<file path="src/ddp_defines.vh">
// Constants for the dual digital potentiometer serial control block
`ifndef DDP_DEFINES_VH
`define DDP_DEFINES_VH

// ----------------------------------------
// Identification byte
// ----------------------------------------
// Device type nibble, value is arbitrary
`define DDP_DEVICE_TYPE 4'hA

// ----------------------------------------
// Instruction opcodes, bits [7:4]
// ----------------------------------------
`define DDP_OP_RD_WIPER 4'h9
`define DDP_OP_WR_WIPER 4'hA
`define DDP_OP_RD_SET 4'hB
`define DDP_OP_WR_SET 4'hC
`define DDP_OP_SET_TO_WIPER 4'hD
`define DDP_OP_WIPER_TO_SET 4'hE
`define DDP_OP_GLB_SET_TO_WIPER 4'h1
`define DDP_OP_GLB_WIPER_TO_SET 4'h8
`define DDP_OP_INC_DEC 4'h2
`define DDP_OP_RD_STATUS 4'h5

// ----------------------------------------
// Instruction field positions
// ----------------------------------------
`define DDP_INS_OP_MSB 7
`define DDP_INS_OP_LSB 4
`define DDP_INS_IDX_MSB 3
`define DDP_INS_IDX_LSB 2
`define DDP_INS_POT 0

// ----------------------------------------
// Reset values and status bit position
// ----------------------------------------
`define DDP_SETTING_RESET 8'h80
`define DDP_STATUS_BUSY_BIT 0

// ----------------------------------------
// Timing
// ----------------------------------------
`define DDP_CORE_CLK_PERIOD_NS 50
`define DDP_NV_WRITE_TIME_NS 10_000_000
// Ten milliseconds of 50 ns core cycles, sized to the write counter
`define DDP_NV_WRITE_CYCLES 18'h3_0d40

`endif

</file>
<file path="src/ddp_serial_ctrl.v">
// Serial command interpreter and register file for the dual digital potentiometer
//
// Functional notes
// - Write-protect low blocks all setting writes
// - Serial input sampled on serial clock rise
// - Serial output floats unless shifting data
// - Wiper decoded to exactly one of 256 taps
// - Zero selects low end, all ones high
// - Two independent wiper position registers
// - Wiper: serial load, setting load, stepping
// - Power-up loads wiper from setting zero
// - Wiper volatile, restored only by recall
// - Four 8-bit settings per pot, read/write
// - Copy between settings and wiper both ways
// - Setting write finishes within ten milliseconds
// - Busy status bit reads 1 during write
// - First byte after select fall is identification
// - Continue only on full address match
// - Read data shifted out on clock fall
// - Serial ignored until first select fall
// - Hold pauses and resumes with clock low
// - Deselected: output floats, standby unless busy
`timescale 1ns/1ns
`include "ddp_defines.vh"

module ddp_serial_ctrl #(
   parameter NV_CNT_W = 18,
   parameter [NV_CNT_W-1:0] NV_WRITE_CYCLES = `DDP_NV_WRITE_CYCLES
)
(
   input wire i_core_clk,                // Core clock, 20 MHz
   input wire i_rst_n,                   // Synchronous reset, models power-up
   input wire i_sck,                     // Serial clock pin
   input wire i_cs_n,                    // Chip select pin, active low
   input wire i_si,                      // Serial data input pin
   input wire i_hold_n,                  // Pause pin, active low
   input wire i_wp_n,                    // Write-protect pin, active low
   input wire [3:0] i_address_strap_pins, // Slave address straps
   output reg o_so,                      // Serial data output value
   output reg o_so_oe,                   // Serial output enable
   output reg [7:0] o_wiper_position0,   // Pot 0 wiper position
   output reg [7:0] o_wiper_position1,   // Pot 1 wiper position
   output reg [255:0] o_tap_sel0,        // Pot 0 one-hot tap switches
   output reg [255:0] o_tap_sel1,        // Pot 1 one-hot tap switches
   output reg o_nv_write_busy,           // Setting write in progress
   output reg o_standby                  // Deselected and idle
);

   // ----------------------------------------
   // States
   // ----------------------------------------
   localparam [6:0] ST_IDLE = 7'h01;
   localparam [6:0] ST_ID = 7'h02;
   localparam [6:0] ST_INSTR = 7'h04;
   localparam [6:0] ST_DATA_IN = 7'h08;
   localparam [6:0] ST_DATA_OUT = 7'h10;
   localparam [6:0] ST_INC_DEC = 7'h20;
   localparam [6:0] ST_IGNORE = 7'h40;

   // ----------------------------------------
   // Functions
   // ----------------------------------------
   function [255:0] tap_decode;
      input [7:0] pos;
      begin
         tap_decode = {{255{1'b0}}, 1'b1} << pos;
      end
   endfunction

   // ----------------------------------------
   // Pin synchronisers
   // ----------------------------------------
   reg sck_s1_r, sck_s2_r, sck_d3_r;
   reg cs_s1_r, cs_s2_r, cs_d3_r;
   reg si_s1_r, si_s2_r;
   reg hold_s1_r, hold_s2_r;
   reg wp_s1_r, wp_s2_r;
   reg [3:0] strap_s1_r, strap_s2_r;

   always @(posedge i_core_clk)
   begin
      if (!i_rst_n)
      begin
         sck_s1_r <= 1'b0;
         sck_s2_r <= 1'b0;
         sck_d3_r <= 1'b0;
         // Select starts low so a pin already low at power-up is no fall
         cs_s1_r <= 1'b0;
         cs_s2_r <= 1'b0;
         cs_d3_r <= 1'b0;
         si_s1_r <= 1'b0;
         si_s2_r <= 1'b0;
         hold_s1_r <= 1'b1;
         hold_s2_r <= 1'b1;
         wp_s1_r <= 1'b0;
         wp_s2_r <= 1'b0;
         strap_s1_r <= 4'h0;
         strap_s2_r <= 4'h0;
      end
      else
      begin
         sck_s1_r <= i_sck;
         sck_s2_r <= sck_s1_r;
         sck_d3_r <= sck_s2_r;
         cs_s1_r <= i_cs_n;
         cs_s2_r <= cs_s1_r;
         cs_d3_r <= cs_s2_r;
         si_s1_r <= i_si;
         si_s2_r <= si_s1_r;
         hold_s1_r <= i_hold_n;
         hold_s2_r <= hold_s1_r;
         wp_s1_r <= i_wp_n;
         wp_s2_r <= wp_s1_r;
         strap_s1_r <= i_address_strap_pins;
         strap_s2_r <= strap_s1_r;
      end
   end

   // ----------------------------------------
   // State
   // ----------------------------------------
   reg [6:0] state_r;
   reg held_r;
   reg [2:0] bit_cnt_r;
   reg [6:0] shift_r;
   reg [7:0] instr_r;
   reg [7:0] out_sh_r;
   reg [7:0] wiper_r [0:1];
   reg [7:0] setting_mem [0:7];
   reg recall_r;
   reg so_on_r;
   reg [NV_CNT_W-1:0] nv_cnt_r;
   reg [1:0] pend_mask_r;
   reg [1:0] pend_idx_r;
   reg [7:0] pend_data0_r;
   reg [7:0] pend_data1_r;

   wire sck_rise = sck_s2_r & ~sck_d3_r & ~held_r;
   wire sck_fall = ~sck_s2_r & sck_d3_r & ~held_r;
   wire frame_start = ~cs_s2_r & cs_d3_r;
   wire [7:0] byte_in = {shift_r, si_s2_r};
   wire [3:0] op = instr_r[`DDP_INS_OP_MSB:`DDP_INS_OP_LSB];
   wire [1:0] idx = instr_r[`DDP_INS_IDX_MSB:`DDP_INS_IDX_LSB];
   wire pot = instr_r[`DDP_INS_POT];
   wire [3:0] in_op = byte_in[`DDP_INS_OP_MSB:`DDP_INS_OP_LSB];
   wire [1:0] in_idx = byte_in[`DDP_INS_IDX_MSB:`DDP_INS_IDX_LSB];
   wire in_pot = byte_in[`DDP_INS_POT];
   wire nv_busy = (nv_cnt_r != {NV_CNT_W{1'b0}});
   wire nv_ok = wp_s2_r & ~nv_busy;
   integer k;

   // ----------------------------------------
   // Serial engine, registers and write cycle
   // ----------------------------------------
   always @(posedge i_core_clk)
   begin
      if (!i_rst_n)
      begin
         state_r <= ST_IDLE;
         held_r <= 1'b0;
         bit_cnt_r <= 3'h0;
         shift_r <= 7'h00;
         instr_r <= 8'h00;
         out_sh_r <= 8'h00;
         o_so <= 1'b0;
         o_so_oe <= 1'b0;
         wiper_r[0] <= 8'h00;
         wiper_r[1] <= 8'h00;
         for (k = 0; k < 8; k = k + 1)
            setting_mem[k] <= `DDP_SETTING_RESET;
         recall_r <= 1'b1;
         so_on_r <= 1'b0;
         nv_cnt_r <= {NV_CNT_W{1'b0}};
         pend_mask_r <= 2'b00;
         pend_idx_r <= 2'b00;
         pend_data0_r <= 8'h00;
         pend_data1_r <= 8'h00;
      end
      else
      begin
         // Wiper holds no value of its own after power-up until recalled
         if (recall_r)
         begin
            wiper_r[0] <= setting_mem[0];
            wiper_r[1] <= setting_mem[4];
            recall_r <= 1'b0;
         end
         if (cs_s2_r)
         begin
            state_r <= ST_IDLE;
            held_r <= 1'b0;
            so_on_r <= 1'b0;
            o_so_oe <= 1'b0;
         end
         else if (frame_start)
         begin
            state_r <= ST_ID;
            bit_cnt_r <= 3'h0;
            held_r <= 1'b0;
            so_on_r <= 1'b0;
         end
         else if (state_r != ST_IDLE)
         begin
            if (!sck_s2_r)
               held_r <= ~hold_s2_r;
            if (held_r)
               o_so_oe <= 1'b0;
            // Resume drives the pending bit again, so a pause loses no data
            else if (so_on_r)
               o_so_oe <= 1'b1;
            if (sck_rise)
            begin
               shift_r <= byte_in[6:0];
               bit_cnt_r <= bit_cnt_r + 3'h1;
               if (state_r == ST_INC_DEC)
               begin
                  if (si_s2_r && wiper_r[pot] != 8'hFF)
                     wiper_r[pot] <= wiper_r[pot] + 8'h01;
                  else if (!si_s2_r && wiper_r[pot] != 8'h00)
                     wiper_r[pot] <= wiper_r[pot] - 8'h01;
               end
               else if (bit_cnt_r == 3'h7)
               begin
                  case (state_r)
                     ST_ID:
                     begin
                        if (byte_in[7:4] == `DDP_DEVICE_TYPE && byte_in[3:0] == strap_s2_r)
                           state_r <= ST_INSTR;
                        else
                           state_r <= ST_IGNORE;
                     end
                     ST_INSTR:
                     begin
                        instr_r <= byte_in;
                        state_r <= ST_IGNORE;
                        case (in_op)
                           `DDP_OP_WR_WIPER, `DDP_OP_WR_SET:
                              state_r <= ST_DATA_IN;
                           `DDP_OP_RD_WIPER:
                           begin
                              out_sh_r <= wiper_r[in_pot];
                              state_r <= ST_DATA_OUT;
                           end
                           `DDP_OP_RD_SET:
                           begin
                              out_sh_r <= setting_mem[{in_pot, in_idx}];
                              state_r <= ST_DATA_OUT;
                           end
                           `DDP_OP_RD_STATUS:
                           begin
                              out_sh_r <= 8'h00;
                              out_sh_r[`DDP_STATUS_BUSY_BIT] <= nv_busy;
                              state_r <= ST_DATA_OUT;
                           end
                           `DDP_OP_INC_DEC:
                              state_r <= ST_INC_DEC;
                           `DDP_OP_SET_TO_WIPER:
                              wiper_r[in_pot] <= setting_mem[{in_pot, in_idx}];
                           `DDP_OP_GLB_SET_TO_WIPER:
                           begin
                              wiper_r[0] <= setting_mem[{1'b0, in_idx}];
                              wiper_r[1] <= setting_mem[{1'b1, in_idx}];
                           end
                           `DDP_OP_WIPER_TO_SET:
                           begin
                              if (nv_ok)
                              begin
                                 nv_cnt_r <= NV_WRITE_CYCLES;
                                 pend_mask_r <= in_pot ? 2'b10 : 2'b01;
                                 pend_idx_r <= in_idx;
                                 pend_data0_r <= wiper_r[0];
                                 pend_data1_r <= wiper_r[1];
                              end
                           end
                           `DDP_OP_GLB_WIPER_TO_SET:
                           begin
                              if (nv_ok)
                              begin
                                 nv_cnt_r <= NV_WRITE_CYCLES;
                                 pend_mask_r <= 2'b11;
                                 pend_idx_r <= in_idx;
                                 pend_data0_r <= wiper_r[0];
                                 pend_data1_r <= wiper_r[1];
                              end
                           end
                           default:
                              state_r <= ST_IGNORE;
                        endcase
                     end
                     ST_DATA_IN:
                     begin
                        state_r <= ST_IGNORE;
                        if (op == `DDP_OP_WR_WIPER)
                           wiper_r[pot] <= byte_in;
                        else if (nv_ok)
                        begin
                           nv_cnt_r <= NV_WRITE_CYCLES;
                           pend_mask_r <= pot ? 2'b10 : 2'b01;
                           pend_idx_r <= idx;
                           pend_data0_r <= byte_in;
                           pend_data1_r <= byte_in;
                        end
                     end
                     default:
                        state_r <= state_r;
                  endcase
               end
            end
            if (sck_fall && state_r == ST_DATA_OUT)
            begin
               o_so <= out_sh_r[7];
               out_sh_r <= {out_sh_r[6:0], 1'b0};
               o_so_oe <= 1'b1;
               so_on_r <= 1'b1;
            end
         end
         // Commit lands at the end so a reader sees the old value until done
         if (nv_busy)
         begin
            nv_cnt_r <= nv_cnt_r - {{(NV_CNT_W-1){1'b0}}, 1'b1};
            if (nv_cnt_r == {{(NV_CNT_W-1){1'b0}}, 1'b1})
            begin
               if (pend_mask_r[0])
                  setting_mem[{1'b0, pend_idx_r}] <= pend_data0_r;
               if (pend_mask_r[1])
                  setting_mem[{1'b1, pend_idx_r}] <= pend_data1_r;
            end
         end
      end
   end

   // ----------------------------------------
   // Registered outputs
   // ----------------------------------------
   always @(posedge i_core_clk)
   begin
      if (!i_rst_n)
      begin
         o_wiper_position0 <= 8'h00;
         o_wiper_position1 <= 8'h00;
         o_tap_sel0 <= {{255{1'b0}}, 1'b1};
         o_tap_sel1 <= {{255{1'b0}}, 1'b1};
         o_nv_write_busy <= 1'b0;
         o_standby <= 1'b0;
      end
      else
      begin
         o_wiper_position0 <= wiper_r[0];
         o_wiper_position1 <= wiper_r[1];
         // One cycle behind the wiper; a single shifted bit keeps one tap on
         o_tap_sel0 <= tap_decode(wiper_r[0]);
         o_tap_sel1 <= tap_decode(wiper_r[1]);
         o_nv_write_busy <= nv_busy;
         o_standby <= cs_s2_r & ~nv_busy;
      end
   end

endmodule

</file>
<file path="config.mk">
export PLATFORM = sky130hd
export DESIGN_NAME = ddp_serial_ctrl
export DESIGN_NICKNAME = d
export VERILOG_FILES = /design/src/ddp_serial_ctrl.v
export VERILOG_INCLUDE_DIRS = /design/src
export SDC_FILE = /design/constraint.sdc
export NUM_CORES = 1
export LEC_CHECK = 0
export ABC_CLOCK_PERIOD_IN_PS = 9200
export BUFFER_PORTS_ARGS = -buffer_cell sky130_fd_sc_hd__buf_2
export CAP_MARGIN = 20
export CORE_UTILIZATION = 25
export CTS_CLUSTER_DIAMETER = 80
export DETAILED_ROUTE_END_ITERATION = 16
export PLACE_DENSITY = 0.46
export SLEW_MARGIN = 40
export SYNTH_ARGS = -nofsm -noshare
export SYNTH_HDL_FRONTEND = slang
export SYNTH_SLANG_ARGS = --single-unit
</file>
<file path="constraint.sdc">
create_clock -name i_core_clk -period 9.2 [get_ports i_core_clk]
set_clock_uncertainty 0.05 [all_clocks]
set_input_delay 0 -clock i_core_clk [delete_from_list [all_inputs] [get_ports i_core_clk]]
set_output_delay 0 -clock i_core_clk [all_outputs]
set_load 0.005 [all_outputs]
</file>
* Word-level counts from Yosys, hierarchy flattened
Memories as Yosys holds them, arrays and structs flattened. A register that Yosys moved wholly into a read port is not among the register bits. Cells that the tools add are included. Widths: inputs -> output; s select.
Operators by class: add/subtract/negate cells 4, $mul 0, div/mod/pow operators 0, order comparisons 0, equal/unequal tests 35, shifts and indexed selects 2, mux-type cells 135, bitwise gates (word level) 22, reduce and logical (&&, ||, !) cells 43
Operators with widths (number):
- $shl 1x8->256 const A | 2
- $mux 18 | 10
- $mux 8 | 20
- $mux 1 | 71
- $pmux 7 s3 | 2
- $pmux 18 s2 | 1
- $eq 4x4->1 const B | 8
- $pmux 8 s2 | 2
- $mux 2 | 15
- $mux 3 | 9
- $pmux 8 s3 | 1
- $reduce_or 8->1 | 3
- $reduce_bool 2->1 | 10
- $eq 18x1->1 const B | 1
- $reduce_bool 18->1 | 1
- $sub 18x1->18 const B | 1
- $ne 2x2->1 const B | 6
- $ne 3x3->1 const B | 4
- $pmux 2 s2 | 3
- $reduce_and 12->1 | 1
- $reduce_and 11->1 | 1
- $reduce_and 5->1 | 2
- $not 1->1 | 9
- $reduce_and 9->1 | 1
- 32 further kinds | 57
Storage, ports and cells: bits in registers 626, latch bits 0, RAM bits 80, ROM bits 0, bits of input ports 11, output and inout bits 532, word-level logic and storage cells 279, memories 2
Memories:
- setting_mem | depth 8, width 8, rd ports 5, clocked after memory_dff 2, write ports 8, line ddp_serial_ctrl.v:129 | reg [7:0] setting_mem [0:7];
- wiper_r | depth 2, width 8, rd ports 4, clocked after memory_dff 2, write ports 3, line ddp_serial_ctrl.v:128 | reg [7:0] wiper_r [0:1];

* Longest topological paths before layout
Gate-level depths: netlist of run 1.
depth in word-level cells 14, depth in mapped cells 14, gate-level depth less buffers 13

* Worst setup path after synthesis of run 1
No wires, ideal clock.
path kind register -> register, from register state_r[1], to memory wiper_r[0][5] (data pin), setup time 0.263 ns, arrival time 3.548 ns, data required time 8.887 ns, path slack 5.339 ns, cell stages (with the launch flop) 14, path buffers 0, period minus slack after synthesis 3.861 ns, cells stage by stage dfxtp_1 > or3_2 > or4_1 > nand2b_1 > or2_2 > inv_1 > ha_1 > a21oi_1 > o21ai_0 > a2111o_1 > o311a_1 > mux2_2 > mux2i_1 > o21ai_0
RTL lines:
- start, declared | line ddp_serial_ctrl.v:122 | reg [6:0] state_r;
- start signal, assigned | line ddp_serial_ctrl.v:305 | state_r <= state_r;
- end, declared | line ddp_serial_ctrl.v:128

==> flow_metrics.tcl, run 1 <==
set metrics [dict create \
    routed-via-count 17154 \
    yosys_warnings 0 \
    yosysMostFrequentCell "nor2_1" \
    dp_hpwl_um 60400 \
    synth_area_leaders "dfxtp_1 55%, edfxtp_1 11%, nor2_1 10%, mux4_2 3.2%, nand2_1 2.7%" \
    portBuffers 542 \
    boundaryPins 543 \
    viasPerCell 4.332 \
    grt_overflow 0 \
    final_max_slew_viol_count 0 \
    num_rows 110 \
    die_h_um 303.8 \
    ys_seq_area_share_pct 65.86 \
    cp_max_fo 6 \
    hold_viol_final 0 \
    worst_pin_slew_ns 0.8730 \
    post_synth_xor_area_fraction_pct 0.7694 \
    synthSimpleGateAreaFrac_pct 20.74 \
    ys_ff_latch 709 \
    synthCells 2173 \
    path_clk_slew_ns 0.06 \
    min_path_cells 3 \
    ant_nets 0 \
    cts_tree "done" \
    clkLatencyLatePin_ns 0.64 \
    wl_per_cell_um 20.43 \
    reg2reg_depth 13 \
    cts.sinks 709 \
    dp.cells 3799 \
    ys_types 64 \
    setup_viol 0 \
    grtUsageTotal_pct 17.20 \
    cp-start-kind "flip-flop" \
    async_reset_ff_share_pct 0 \
    drt-pass1-iter-count 5 \
    cts_hold_buf 20 \
    rsz0062_at_grt "no" \
    routed_wl_um 80900 \
    worstHoldPathType "input port to flip-flop" \
    core_area_um2 90150 \
    yosysTopAreaCell "dfxtp_1" \
    ys_top_cells_by_count "631 x nor2_1, 629 x dfxtp_1, 165 x nand2_1" \
    syn_area_um2 22770 \
    ctsResizeCount 0 \
    synth_top_family_by_area "simple AND/OR/NAND/NOR gates" \
    clockBufferDepth 3 \
    power.leakage_nw 12.65 \
    finalSetupTns_ns 0 \
    layout_min_cycle_time_ns 4.361 \
    cts_setup_buffers 0 \
    nFillCells 9258 \
    timing.fmax_ghz 0.2293 \
    power.density_nw_per_um2 231.2 \
    place_congestion 0.8448 \
    start_util_pct 25.25 \
    cts_buffers 79 \
    synthAdderAreaFrac_pct 0.6375 \
    synth_ff_type "dfxtp_1" \
    cp_data_required_time_ns 9.52 \
    synth_top_area_share_pct 55.31 \
    arrival_ns 4.68 \
    cts-root-buf "clkbuf_16" \
    grt_pass1_vias 16702 \
    status "finished, final reports clean" \
    grt_pass1_wl_um 117500 \
    layout-drive-gt1-share_pct 27.92 \
    peakVddDrop_mv 0.1162 \
    drtIter0Drc 1317 \
    antenna_found_initial 3 \
    drv_cap 0 \
    path_class "flip-flop to flip-flop" \
    drc 0 \
    final_cells 3960 \
    die_w_um 303.8 \
    syn_area_per_cell_um2 10.48 \
    h-tree-depth 3 \
    slew_headroom_pct 41.66 \
    synth_compound_area_share_pct 4.331 \
    dieArea_um2 92270 \
    synth.net_count 2195 \
    fin_crit_sh_pct 47.40 \
    grt_start_max_net_pins 51 \
    final_nets 2746 \
    synth-edff-count 80 \
    area_growth_pct 30.20 \
    synthMuxAreaShare_pct 5.425 \
    crit_path_end_kind "flip-flop" \
]
[cell families (layout without fill, tap and decap cells)]
| logic type | after synthesis | after routing |
|---|---|---|
| and+or+nand+nor | 1072 | 1072 |
| DFF | 709 | 709 |
| AOI/OAI and AO/OA | 151 | 151 |
| buffers and inverters | 129 | 739 |
| muxes | 81 | 81 |
| xor gates and xnor gates | 20 | 20 |
| adders and majority gates | 11 | 11 |
| other | 0 | 1 |
[worst max-delay path: stages, from the launching register on]
cell and delay [ns]:
dfxtp_1 0.34, or4b_1 0.59, or4_1 0.59, nand2b_1 0.20, or2_2 0.33, inv_1 0.17, ha_1 0.32, a21oi_1 0.18
o21ai_0 0.15, a2111o_1 0.45, o311a_1 0.12, mux2_2 0.26, mux2i_1 0.21, o21ai_0 0.12
[power breakdown]
group / switching (mW) / internal, mW
combinational: 0.236 / 0.128
clock: 1.33 / 1.92
sequential: 0.0529 / 3.18
[cell type report]
class	count	area, um2	share of cell area, %
clock buffers	109	2315	7.809
inverters	17	63.81	0.2153
well taps	1176	1471	4.964
repair buffers	582	3063	10.33
diodes	1	2.502	0.008442
multi-input cells	1335	7327	24.72
clock inverters	31	402.9	1.359
flip-flops and latches	709	15000	50.59
[through the flow]
step                instance area [um2]  power [mW]  setup WS [ns]  utilization, %  hold WS (ns)
floorplan                         22770       3.527          5.339               -       0.05147
global placement                  26650       3.656          4.914           29.57        0.1465
detailed placement                26700       3.656          4.910           29.62        0.1348
CTS                               29620       6.936          4.864           32.86        0.1529
global route                      29640       7.102          4.598           32.88        0.1985
finish                            29640       6.854          4.839           32.88        0.1949
[path summary, 6_finish.rpt]
check | endpoint | start | slack [ns]
max | wiper_r[0][5]$_DFFE_PP_ | state_r[6]$_SDFFE_PP0P_ | 4.84
min reg2reg | hold_s2_r$_SDFF_PN1_ | hold_s1_r$_SDFF_PN1_ | 0.37
min | hold_s2_r$_SDFF_PN1_ | i_rst_n | 0.19
max reg2reg | wiper_r[0][5]$_DFFE_PP_ | state_r[6]$_SDFFE_PP0P_ | 4.84
[placed cells by master (no fill, tap or decap), types with 6 or more instances in the layout]
cell / instances
nor2_1: 631
dfxtp_1: 628
buf_2: 542
nand2_1: 161
and2_1: 98
clkbuf_16: 83
edfxtp_1: 80
a21oi_1: 39
nor2b_1: 32
mux4_2: 32
mux2i_1: 30
nor3_1: 29
o21ai_0: 27
nand2b_1: 25
nand3_1: 20
dlygate4sd3_1: 20
buf_4: 20
mux2_2: 19
inv_1: 16
a31oi_1: 16
a311oi_1: 15
clkbuf_8: 14
clkbuf_1: 12
or3_1: 11
xnor2_1: 11
clkinv_2: 11
o21ai_1: 10
ha_1: 10
xor2_1: 9
and3_1: 9
nand4_1: 7
a22oi_1: 7
nor4_1: 6
a211oi_1: 6
[per-layer routing]
metal / global-route usage [%] / up-vias / wire, um
li1: - / 8243 / -
met1: 22.02 / 8284 / 35690
met2: 29.03 / 516 / 39000
met3: 3.355 / 111 / 4115
met4: 5.430 / 0 / 2093
met5: 0 / - / 0
[flip-flops by register name, summed over array words and instances, names as in the netlist, 2 cells and up, named ones only]
register / flops
o_tap_sel0: 256
strap_s1_r: 4
o_tap_sel1: 256
pend_idx_r: 2
instr_r: 7
pend_data0_r: 8
wiper_r: 16
nv_cnt_r: 18
shift_r: 7
setting_mem: 64
strap_s2_r: 4
o_wiper_position1: 8
out_sh_r: 8
pend_mask_r: 2
bit_cnt_r: 3
o_wiper_position0: 8
state_r: 7
pend_data1_r: 8
No activity file was read; power rests on OpenSTA's default activity.
==> run 2: changes to the inputs <==
ABC_AREA = 1   (was unset)
ABC_CLOCK_PERIOD_IN_PS = 3500   (was 9200)
PLACE_DENSITY = 0.47   (was 0.46)
clock period = 3.5 ns   (was 9.2 ns; I/O delays follow)
==> run 2 against run 1 <==
  * Sequential share of layout area fell by 3.8 points
  * Die area rose by 8.0%
  * Power rose to 2.8 times the previous value
  * First-iteration DRC count rose by 40%
==> flow_metrics.tcl, run 2 <==
set metrics [dict create \
    status "finished, final reports clean" \
    cp-start-kind "flip-flop" \
    path_class "flip-flop to flip-flop" \
    ant_nets 0 \
    peakVddDrop_mv 0.3494 \
    async_reset_ff_share_pct 0 \
    swShare_pct 24.46 \
    portBuffers 542 \
    grt_start_max_net_pins 126 \
    cts-root-buf "clkbuf_16" \
    nFillCells 10307 \
    rsz0062_at_grt "no" \
    arrival_ns 3.48 \
    drc 0 \
    synthCells 2835 \
    cp_max_fo 6 \
    synth_area_leaders "dfxtp_1 51%, nor2_1 10%, edfxtp_1 9.8%, nand4_1 4.9%, nand2_1 4.8%" \
    path_clk_slew_ns 0.06 \
    synth_ff_type "dfxtp_1" \
    use_met3_pct 3.994 \
    final_nets 3397 \
    core_area_um2 97140 \
    layout_min_cycle_time_ns 3.135 \
    clockBufferDepth 3 \
    num_rows 114 \
    routed-via-count 21851 \
    layout-drive-gt1-share_pct 24.19 \
    setup_viol 0 \
    synth_top_area_share_pct 51.18 \
    final_cells 4715 \
    layout_common_cells "676 x nor2_1, 628 x dfxtp_1, 541 x buf_2, 312 x nand2_1, 192 x nand4_1" \
    cellInternalPower_mw 14.30 \
    grt_pass1_vias 20647 \
    place_congestion 0.8936 \
    grt_pass1_wl_um 136700 \
    cts_setup_buffers 0 \
    grt_overflow 0 \
    hold_viol_final 0 \
    finish.instance_area_um2 32060 \
    timing.fmax_ghz 0.3190 \
    use_met2_pct 29.21 \
    final_common_cell "nor2_1" \
    syn_area_um2 24600 \
    dp_hpwl_um 67350 \
    power.density_nw_per_um2 590.6 \
    drv_cap 0 \
    diodes 0 \
    cts_buffers 81 \
    viasPerCell 4.634 \
    drt-pass1-iter-count 5 \
    ys_top_cells_by_count "677 x nor2_1, 629 x dfxtp_1, 316 x nand2_1" \
    clkLatencyLatePin_ns 0.64 \
    p_sw_mw 4.631 \
    drtIter0Drc 1838 \
    fin_crit_sh_pct 89.58 \
    area_growth_pct 30.29 \
    cts.sinks 709 \
    die_w_um 315.7 \
    use_met1_pct 23.90 \
    slew_headroom_pct 43.61 \
    dp.cells 4547 \
    finalSetupTns_ns 0 \
    power.leakage_nw 14.07 \
    die_h_um 315.7 \
    yosysTopAreaCell "dfxtp_1" \
    routed_wl_um 94950 \
    worst_pin_slew_ns 0.8428 \
    grtUsageTotal_pct 18.30 \
    yosys_warnings 0 \
    antenna_found_initial 4 \
    cts_tree "done" \
    power_mw 18.93 \
    cp_data_required_time_ns 3.85 \
    start_util_pct 25.33 \
    p_comb_share_pct 6.9 \
    clkPwrFrac_pct 48.2 \
    final_max_slew_viol_count 0 \
    h-tree-depth 3 \
    crit_path_end_kind "flip-flop" \
    ys_seq_area_share_pct 60.94 \
    placed_area_um2 28930 \
    ys_ff_latch 709 \
    yosysMostFrequentCell "nor2_1" \
    syn_area_per_cell_um2 8.679 \
    boundaryPins 543 \
    synth-edff-count 80 \
    dieArea_um2 99670 \
    synth.net_count 2857 \
    worstHoldPathType "input port to flip-flop" \
    power_frac_seq_pct 44.9 \
    wl_per_cell_um 20.14 \
    grt.busiest_layer "met2" \
    ys_types 46 \
    reg_top3 "o_tap_sel0: 256 flops, o_tap_sel1: 256 flops, setting_mem: 64 flops" \
]
==> run 2: cell count changes in the layout (fill, tap and decap cells not counted), sizes merged, moves of 25 or more <==
| cell | previous run | this run |
|---|---|---|
| buf | 562 | 631 |
| nand3 | 22 | 145 |
| nand2 | 165 | 325 |
| o21ai | 40 | 194 |
| nor2 | 632 | 696 |
| nor3 | 32 | 57 |
| mux4 | 32 | 0 |
| nand4 | 7 | 195 |
| a21oi | 40 | 98 |
| inv | 25 | 171 |
| and2 | 98 | 0 |
| nor2b | 35 | 0 |
| nand2b | 26 | 0 |
| mux2i | 30 | 0 |
==> run 2: kinds of logic after synthesis <==
kind of cell | Yosys count | share of synthesized area (%)
AND/OR/NAND/NOR | 1430 | 25.81
flip-flops | 709 | 60.94
buffers and inverters | 362 | 5.640
AO/OA/AOI/OAI | 311 | 6.591
XOR/XNOR | 12 | 0.4272
adder cells (fa/ha/maj) | 11 | 0.5899
==> run 2: area by class of cell <==
type | count | area [um2] | share of cell area [%]
clock inverter | 35 | 503.0 | 1.569
clock buffer | 112 | 2397 | 7.479
sequential | 709 | 15000 | 46.78
timing repair buffer | 651 | 3666 | 11.44
multi-input combinational | 1764 | 8267 | 25.79
inverter | 168 | 630.6 | 1.967
tap | 1276 | 1597 | 4.980
==> run 2: metrics by stage <==
stage,setup WS (ns),hold slack [ns],util (%)
2_1_floorplan,0.5664,0.04763,-
3_3_place_gp,0.2110,0.1382,29.76
3_5_place_dp,0.1467,0.1379,29.78
4_1_cts,0.1249,0.01168,32.97
5_1_grt,0.04130,0.03763,33.00
6_report,0.3648,0.05801,33.00
==> run 2: worst max-delay path: stages, from the launching register on <==
cell and delay (ns):
edfxtp_1 0.40, inv_1 0.22, nand2_1 0.08, nand2_1 0.10, nand2_1 0.06, nor2_1 0.12, nand2_1 0.15, nand3_1 0.20
inv_2 0.11, ha_1 0.38, nand2_1 0.07, o21ai_1 0.26, nand3_1 0.14, nand2_1 0.08, nand2_1 0.05, nand3_1 0.08
nand3_1 0.07, nand2_1 0.09, nand2_1 0.06, nand3_1 0.08, nand2_1 0.05
==> run 2: power groups by stage <==
stage,logic (mW),clock network (mW),registers [mW]
finish,1.30,9.13,8.50
global route,1.46,9.62,8.52
CTS,1.31,9.30,8.50
detailed placement,1.28,0,8.68
global placement,1.28,0,8.68
floorplan,0.850,0,8.64
==> run 2: worst paths after layout <==
path	end	from	slack, ns	cells past startpoint
setup / recovery	wiper_r[1][5]$_DFFE_PP_	wiper_r[0][7]$_DFFE_PP_	0.36	20
hold / removal	hold_s1_r$_SDFF_PN1_	i_hold_n	0.06	3
setup reg to reg	wiper_r[1][5]$_DFFE_PP_	wiper_r[0][7]$_DFFE_PP_	0.36	20
hold reg to reg	strap_s2_r[2]$_SDFF_PN0_	strap_s1_r[2]$_SDFF_PN0_	0.36	2
==> run 2: what timing repair did <==
| action | CTS | global route |
|---|---|---|
| endpoints found under the setup margin | 0 | 10 |
| resized for setup | 0 | 3 |
| hold buffers | 20 | 0 |
| endpoints found under the hold margin | 32 | 0 |
==> run 2: metal layers <==
metal,share of wire [%],wire [um]
met4,3.5,3336
met1,43,41080
met3,6.8,6460
met2,46,44070
met5,0.0074,7
